## src/logic/odp_regs.vh

```
// register map, field positions and reset values for the output driver protect bank
`ifndef ODP_REGS_VH
`define ODP_REGS_VH
`define ODP_ADDR_PAGE 8'h00
`define ODP_ADDR_PIN_GAIN 8'h75
`define ODP_ADDR_ERR_CTRL 8'h1e
`define ODP_ADDR_HP_CTRL 8'h1f
`define ODP_PAGE_ZERO 8'h00
`define ODP_PAGE_ONE 8'h01
`define ODP_PAGE_RST 8'h00
`define ODP_ERR_RST 2'h0
`define ODP_HP_RST 8'h04
`define ODP_HP_WMASK 8'hde
`define ODP_ERR_SP_KEEP 1
`define ODP_ERR_HP_KEEP 0
`define ODP_HP_LEFT_PU 7
`define ODP_HP_RIGHT_PU 6
`define ODP_HP_CM_HI 4
`define ODP_HP_CM_LO 3
`define ODP_HP_RSVD_ONE 2
`define ODP_HP_SHORT_PD 1
`define ODP_HP_SHORT_ST 0
`define ODP_GAIN_RESERVED 7'h7f
`define ODP_GAIN_RST 7'h7f
`define ODP_CM_RST 2'h0
`endif

```

## src/logic/odp_short_policy.v

```verilog
// short-circuit response policy for speaker and headphone power-up bits
`timescale 1ns/1ps
module odp_short_policy (
   input wire sp_short_det,
   input wire hp_short_det,
   input wire sp_keep,
   input wire hp_keep,
   input wire hp_short_pd,
   output wire sp_clear,
   output wire hp_clear
);
   // speaker clear unless the keep bit is set
   assign sp_clear = sp_short_det & ~sp_keep;
   // headphone clear only in power-down mode, otherwise current limit
   assign hp_clear = hp_short_det & ~hp_keep & hp_short_pd;
endmodule

```

## src/logic/odp_regbank.v

```verilog
// register bank for pin gain readback, page select and driver short protection
// Notes on behaviour
// - gain readback: 7-bit code, all-ones reserved
// - page register selects 256 pages, resets zero
// - error bit1 low: clear speaker power-ups
// - error bit0 low: clear headphone power-ups when bit1 of the headphone register selects power-down
// - headphone bits 7,6 power up drivers
// - common-mode field 00..11, 1.35 to 1.8V
// - short: limit current or power down
// - bit0 reads live headphone short status
`timescale 1ns/1ps
`include "odp_regs.vh"
module odp_regbank (
   core_clk,
   rst,
   reg_wr,
   reg_rd,
   reg_addr,
   reg_wdata,
   reg_rdata,
   page_sel,
   pin_gain_code,
   pin_gain_valid,
   sp_short_det,
   hp_short_det,
   sp_pu_clear,
   left_headphone_driver_pu,
   right_headphone_driver_pu,
   hp_common_mode,
   hp_short_pd_mode,
   hp_short_current_limit
);
   input wire core_clk;
   input wire rst;
   input wire reg_wr;
   input wire reg_rd;
   input wire [7:0] reg_addr;
   input wire [7:0] reg_wdata;
   output reg [7:0] reg_rdata;
   output reg [7:0] page_sel;
   input wire [6:0] pin_gain_code;
   input wire pin_gain_valid;
   input wire sp_short_det;
   input wire hp_short_det;
   output reg sp_pu_clear;
   output reg left_headphone_driver_pu;
   output reg right_headphone_driver_pu;
   output reg [1:0] hp_common_mode;
   output reg hp_short_pd_mode;
   output reg hp_short_current_limit;

   reg [7:0] page_r;
   reg [1:0] err_ctrl_r;
   reg [7:0] hp_ctrl_r;
   reg [6:0] gain_r;
   reg hp_short_r;
   reg [7:0] hp_ctrl_nxt;
   reg [7:0] rdata_nxt;
   wire sp_clear;
   wire hp_clear;

   // address decode against the current page
   function sel;
      input [7:0] pg;
      input [7:0] ad;
      input [7:0] want_pg;
      input [7:0] want_ad;
      begin
         sel = (pg == want_pg) && (ad == want_ad);
      end
   endfunction

   odp_short_policy u_policy (
      .sp_short_det(sp_short_det),
      .hp_short_det(hp_short_det),
      .sp_keep(err_ctrl_r[`ODP_ERR_SP_KEEP]),
      .hp_keep(err_ctrl_r[`ODP_ERR_HP_KEEP]),
      .hp_short_pd(hp_ctrl_r[`ODP_HP_SHORT_PD]),
      .sp_clear(sp_clear),
      .hp_clear(hp_clear)
   );

   // headphone control: write first, then short clear wins over write
   always @* begin
      hp_ctrl_nxt = hp_ctrl_r;
      if (reg_wr && sel(page_r, reg_addr, `ODP_PAGE_ONE, `ODP_ADDR_HP_CTRL)) begin
         // status bit 0 and reserved bit 5 are not stored
         hp_ctrl_nxt = (reg_wdata & `ODP_HP_WMASK) | (hp_ctrl_r & ~`ODP_HP_WMASK);
      end
      if (hp_clear) begin
         // hardware clear beats a same-cycle software power-up
         hp_ctrl_nxt[`ODP_HP_LEFT_PU] = 1'b0;
         hp_ctrl_nxt[`ODP_HP_RIGHT_PU] = 1'b0;
      end
   end

   // read mux; page register is visible on every page
   always @* begin
      rdata_nxt = 8'h00;
      if (reg_addr == `ODP_ADDR_PAGE) begin
         rdata_nxt = page_r;
      end else if (sel(page_r, reg_addr, `ODP_PAGE_ZERO, `ODP_ADDR_PIN_GAIN)) begin
         rdata_nxt = {1'b0, gain_r};
      end else if (sel(page_r, reg_addr, `ODP_PAGE_ONE, `ODP_ADDR_ERR_CTRL)) begin
         rdata_nxt = {6'h00, err_ctrl_r};
      end else if (sel(page_r, reg_addr, `ODP_PAGE_ONE, `ODP_ADDR_HP_CTRL)) begin
         rdata_nxt = {hp_ctrl_r[7:1], hp_short_r};
      end
   end

   // register state
   always @(posedge core_clk or posedge rst) begin
      if (rst) begin
         page_r <= `ODP_PAGE_RST;
         err_ctrl_r <= `ODP_ERR_RST;
         hp_ctrl_r <= `ODP_HP_RST;
         gain_r <= `ODP_GAIN_RST;
         hp_short_r <= 1'b0;
         reg_rdata <= 8'h00;
         page_sel <= `ODP_PAGE_RST;
         sp_pu_clear <= 1'b0;
         left_headphone_driver_pu <= 1'b0;
         right_headphone_driver_pu <= 1'b0;
         hp_common_mode <= `ODP_CM_RST;
         hp_short_pd_mode <= 1'b0;
         hp_short_current_limit <= 1'b0;
      end else begin
         // page write applies to the very next access; page contents stay put
         if (reg_wr && reg_addr == `ODP_ADDR_PAGE) begin
            page_r <= reg_wdata;
         end
         if (reg_wr && sel(page_r, reg_addr, `ODP_PAGE_ONE, `ODP_ADDR_ERR_CTRL)) begin
            err_ctrl_r <= reg_wdata[1:0];
         end
         hp_ctrl_r <= hp_ctrl_nxt;
         // the converter holds the last sampled code
         if (pin_gain_valid) begin
            gain_r <= pin_gain_code;
         end
         hp_short_r <= hp_short_det;
         if (reg_rd) begin
            reg_rdata <= rdata_nxt;
         end
         page_sel <= page_r;
         sp_pu_clear <= sp_clear;
         left_headphone_driver_pu <= hp_ctrl_nxt[`ODP_HP_LEFT_PU];
         right_headphone_driver_pu <= hp_ctrl_nxt[`ODP_HP_RIGHT_PU];
         hp_common_mode <= hp_ctrl_nxt[`ODP_HP_CM_HI:`ODP_HP_CM_LO];
         hp_short_pd_mode <= hp_short_det & hp_ctrl_r[`ODP_HP_SHORT_PD];
         hp_short_current_limit <= hp_short_det & ~hp_ctrl_r[`ODP_HP_SHORT_PD];
      end
   end
endmodule

```

## config.mk

```make
export PLATFORM = sky130hd
export DESIGN_NAME = odp_regbank
export DESIGN_NICKNAME = d
export VERILOG_FILES = /design/src/logic/odp_short_policy.v /design/src/logic/odp_regbank.v
export VERILOG_INCLUDE_DIRS = /design/src /design/src/logic
export SDC_FILE = /design/constraint.sdc
export NUM_CORES = 1
export LEC_CHECK = 0
export BUFFER_PORTS_ARGS = -buffer_cell sky130_fd_sc_hd__clkbuf_2
export CORE_UTILIZATION = 45
export CTS_BUF_LIST = sky130_fd_sc_hd__clkbuf_2 sky130_fd_sc_hd__clkbuf_4 sky130_fd_sc_hd__clkbuf_8
export DETAILED_ROUTE_END_ITERATION = 12
export PLACE_DENSITY = 0.71
export SLEW_MARGIN = 10
export SYNTH_ARGS = -nofsm -noshare
export SYNTH_HDL_FRONTEND = slang
export SYNTH_SLANG_ARGS = --single-unit
```

## constraint.sdc

```tcl
create_clock -name core_clk -period 3.1 [get_ports core_clk]
set_clock_uncertainty 0.1 [all_clocks]
set_input_delay 0.465 -clock core_clk [delete_from_list [all_inputs] [get_ports core_clk]]
set_output_delay 0.465 -clock core_clk [all_outputs]
set_load 0.05 [all_outputs]
```

==> summary.md <==
| Metric | Value |
|---|---|
| Clock transition at path regs | 0.07 ns |
| Critical Path Slowest Stage Cell | or4b_4 |
| Max-cap violations | 0 |
| Pins over their slew limit | 0 |
| Core area | 0.00374 sq mm |
| Total Routing Usage GR | 20.7% |
| CP Cell Sequence | or4b_4 -> or4_4 -> nor3_4 -> mux2_1 |
| TritonCTS Sinks | 43 |
| Final hold violation count | 0 |
| Diode count | 0 |
| Type of the worst min-delay path | in2async |
| Wirelength, routed | 3.78 mm |
| Initial DRT Pass Iterations | 4 |
| Reg2reg start | page_r[4]$_DFFE_PP0P_ |
| Via count | 1304 |
| YS warnings | 0 |
| Worst Setup SP | page_r[4]$_DFFE_PP0P_ |
| Initial antenna violation count | 0 |
| Buffer and inverter count on the worst path | 0 |
| Wire per inst | 15.6 um |
| DP Wirelength | about 3.0 mm |
| Post-synthesis cell type count | 32 |
| Avg Cell Area, Syn | around 13 sq um |
| CP Max Fanout | 5 |
| Drt initial violations | 47 |
| Hold slack | 0.183 ns |
| Setup TNS | 0 ns |
| Hold buffer count at CTS | 0 |
| Final setup violation count | 0 |
| Global-route wire length before repair | 6.40 mm |
| Minimum clock period | 2.30 ns |
| Worst-Margin Slew | 0.758 ns |
| Die ar. | 0.00424 sq mm |
| Area of the multi-input gates | roughly 670 sq um |
| Syn_nets | 166 |
| Die Ht | approximately 65 um |
| Crit path capture type | flop |
| Startpoint Class | flop |
| Leakage power | 1.10 nW |
| Layout cell share with drive strength beyond 1 | 51.0% |
| Logic depth of the worst path, buffers included | 4 |
| # nets final | 223 |
| Max clock buf depth | 2 |
| Flop2flop setup slack | 0.80 ns |
| Run status | completed |
| Crit path required time | 3.17 ns |
| Slew margin rel. | 49.4% |
| Number of synthesized register bits | 43 |
| Clock latency at the later pin of the worst-skew pair | 0.29 ns |
| RSZ-0062 raised after global routing | false |
| Post-CTS Setup Inserts | 0 |
| Cell Pwr Density | 511 mW/mm^2 |
| RD Place Congestion | around 0.85 |
| FILL cells | 339 |
| Cell Rows | 22 |
| Crit-path leading delay family | simple AND/OR/NAND/NOR gates |
| Max incr delay on CP | ~0.61 ns |
| Synth Instances | 136 |
| # IOs | 53 |
| Mapped cell area | 0.00179 sq mm |
| Drt via density | 5.39 |
| # resized after CTS | 0 |
| Die X | approximately 65 um |
| CP Data Arrival Time | 2.37 ns |
| VDD IR-drop max | ~300 uV |
| Num CTS Buffers | 5 |
| Root Driver | clkbuf_8 |
| Final cycle utilization of the critical path | 74.1% |
| Reg2reg end | err_ctrl_r[1]$_DFFE_PP0P_ |
| Gr ovfl total | 0 |
| Worst Setup EP | err_ctrl_r[1]$_DFFE_PP0P_ |
| Seq/Total Area, Yosys | 60.5% |
| WS Path Type | reg2reg |
| Vias in the first global route | approximately 1.3k |
| Largest net degree at the start of global routing | 24 |
| CTS H-Tree Depth | 2 |
| R2R depth | 4 |
| Residual DRC | 0 |
| Initial Util | 47.9% |
| TritonCTS clock tree | yes |
| Area Growth Syn to Fin | 22.4% |
| Count of input and output buffers | 52 |
| Storage element area | 0.00109 sq mm |
| Fmax | roughly 440 MHz |
| Antenna Violating Nets Remaining | 0 |
==> worst min-delay path by stage <==
stage / start / end / slack [ns] / cells past startpoint
2_1_floorplan: page_r[1]$_DFFE_PP0P_ / page_sel[1]$_DFF_PP0_ / 0.28 / 0
3_3_place_gp: page_r[7]$_DFFE_PP0P_ / page_sel[7]$_DFF_PP0_ / 0.32 / 0
3_5_place_dp: page_r[2]$_DFFE_PP0P_ / page_sel[2]$_DFF_PP0_ / 0.33 / 0
4_1_cts: hp_short_det / hp_short_r$_DFF_PP0_ / 0.20 / 1
5_1_grt: hp_short_det / hp_short_r$_DFF_PP0_ / 0.20 / 1
6_report: rst / hp_short_current_limit$_DFF_PP0_ / 0.18 / 2
==> power by group <==
part | internal, mW | leakage, nW | switching [mW] | total [mW]
Sequential | 0.596 | 0.551 | 0.0189 | 0.615
Combinational | 0.0513 | 0.496 | 0.102 | 0.153
Clock | 0.176 | 0.0491 | 0.178 | 0.354
Total | 0.823 | 1.10 | 0.299 | 1.12
==> layout by cell type, fill, tap and decap left out, drive strengths merged, types with 4 or more instances in the layout <==
| master | count |
|---|---|
| clkbuf | 59 |
| dfrtp | 35 |
| mux2 | 23 |
| nor2 | 13 |
| dfstp | 8 |
| a21oi | 6 |
| a221oi | 6 |
| a211oi | 4 |
| nand2 | 4 |
| or4 | 4 |
==> metrics by stage <==
stage                     util, %  worst slack, ns  instances  area [sq um]  total power, mW
after floorplan                 -            0.919        136          1790            0.724
after global placement       56.3            0.803        234          2110            0.776
after detailed placement     56.3            0.761        234          2110            0.781
after CTS                    58.7            0.794        242          2200             1.13
after global routing         58.7            0.729        242          2200             1.17
final                        58.7            0.802        242          2200             1.12
==> worst reg2reg max path, stage by stage, from the launching register on <==
cell     delay (ns)
dfrtp_1        0.44
or4b_4         0.61
or4_4          0.54
nor3_4         0.16
mux2_1         0.34
==> routing by layer <==
metal,up-vias,GRT usage (%),routed length (um)
li1,615,-,-
met1,647,28.0,1740
met2,33,31.4,1800
met3,9,4.69,156
met4,0,10.3,82
met5,-,0,0
==> registers in the layout, indices dropped and copies added (netlist names) <==
name / flops
hp_short_pd_mode: 1
page_r: 8
err_ctrl_r: 2
hp_ctrl_r: 5
sp_pu_clear: 1
hp_short_current_limit: 1
hp_short_r: 1
page_sel: 8
hp_common_mode: 1
gain_r: 7
reg_rdata: 8
==> cell type report <==
cell class,count,share of cell area (%)
Clock inverter,1,0.228
Timing Repair Buffer,54,12.5
Inverter,3,0.513
Tap cell,48,2.74
Clock buffer,7,3.82
Sequential cell,43,49.5
Multi-Input combinational cell,86,30.7
==> cell usage after synthesis (all sizes together) <==
cell / number / area (sq um)
dfrtp: 35 / 876
mux2: 23 / 259
nor2: 13 / 48.8
dfstp: 8 / 210
a21oi: 6 / 30.0
a221oi: 6 / 52.6
a211oi: 4 / 30.0
nand2: 4 / 17.5
or4: 4 / 37.5
inv: 3 / 11.3
nand3: 3 / 15.0
nor2b: 3 / 18.8
nor3: 3 / 26.3
nor4: 3 / 40.0
buf: 2 / 15.0
clkbuf: 2 / 7.51
nand2b: 2 / 12.5
nand4: 2 / 12.5
o21ai: 2 / 10.0
o22ai: 2 / 12.5
or4b: 2 / 23.8
a31o: 1 / 8.76
and2: 1 / 6.26
and3: 1 / 6.26
or3: 1 / 6.26
==> cells by family (layout without fill, tap and decap cells) <==
family / Yosys count / in the layout / share of synthesized area [%]
buf+inv: 7 / 65 / 1.88
compound gates: 21 / 21 / 8.02
simple gates: 42 / 42 / 15.1
mux: 23 / 23 / 14.4
flops: 43 / 43 / 60.5
Power figures use the tool's default switching activity.
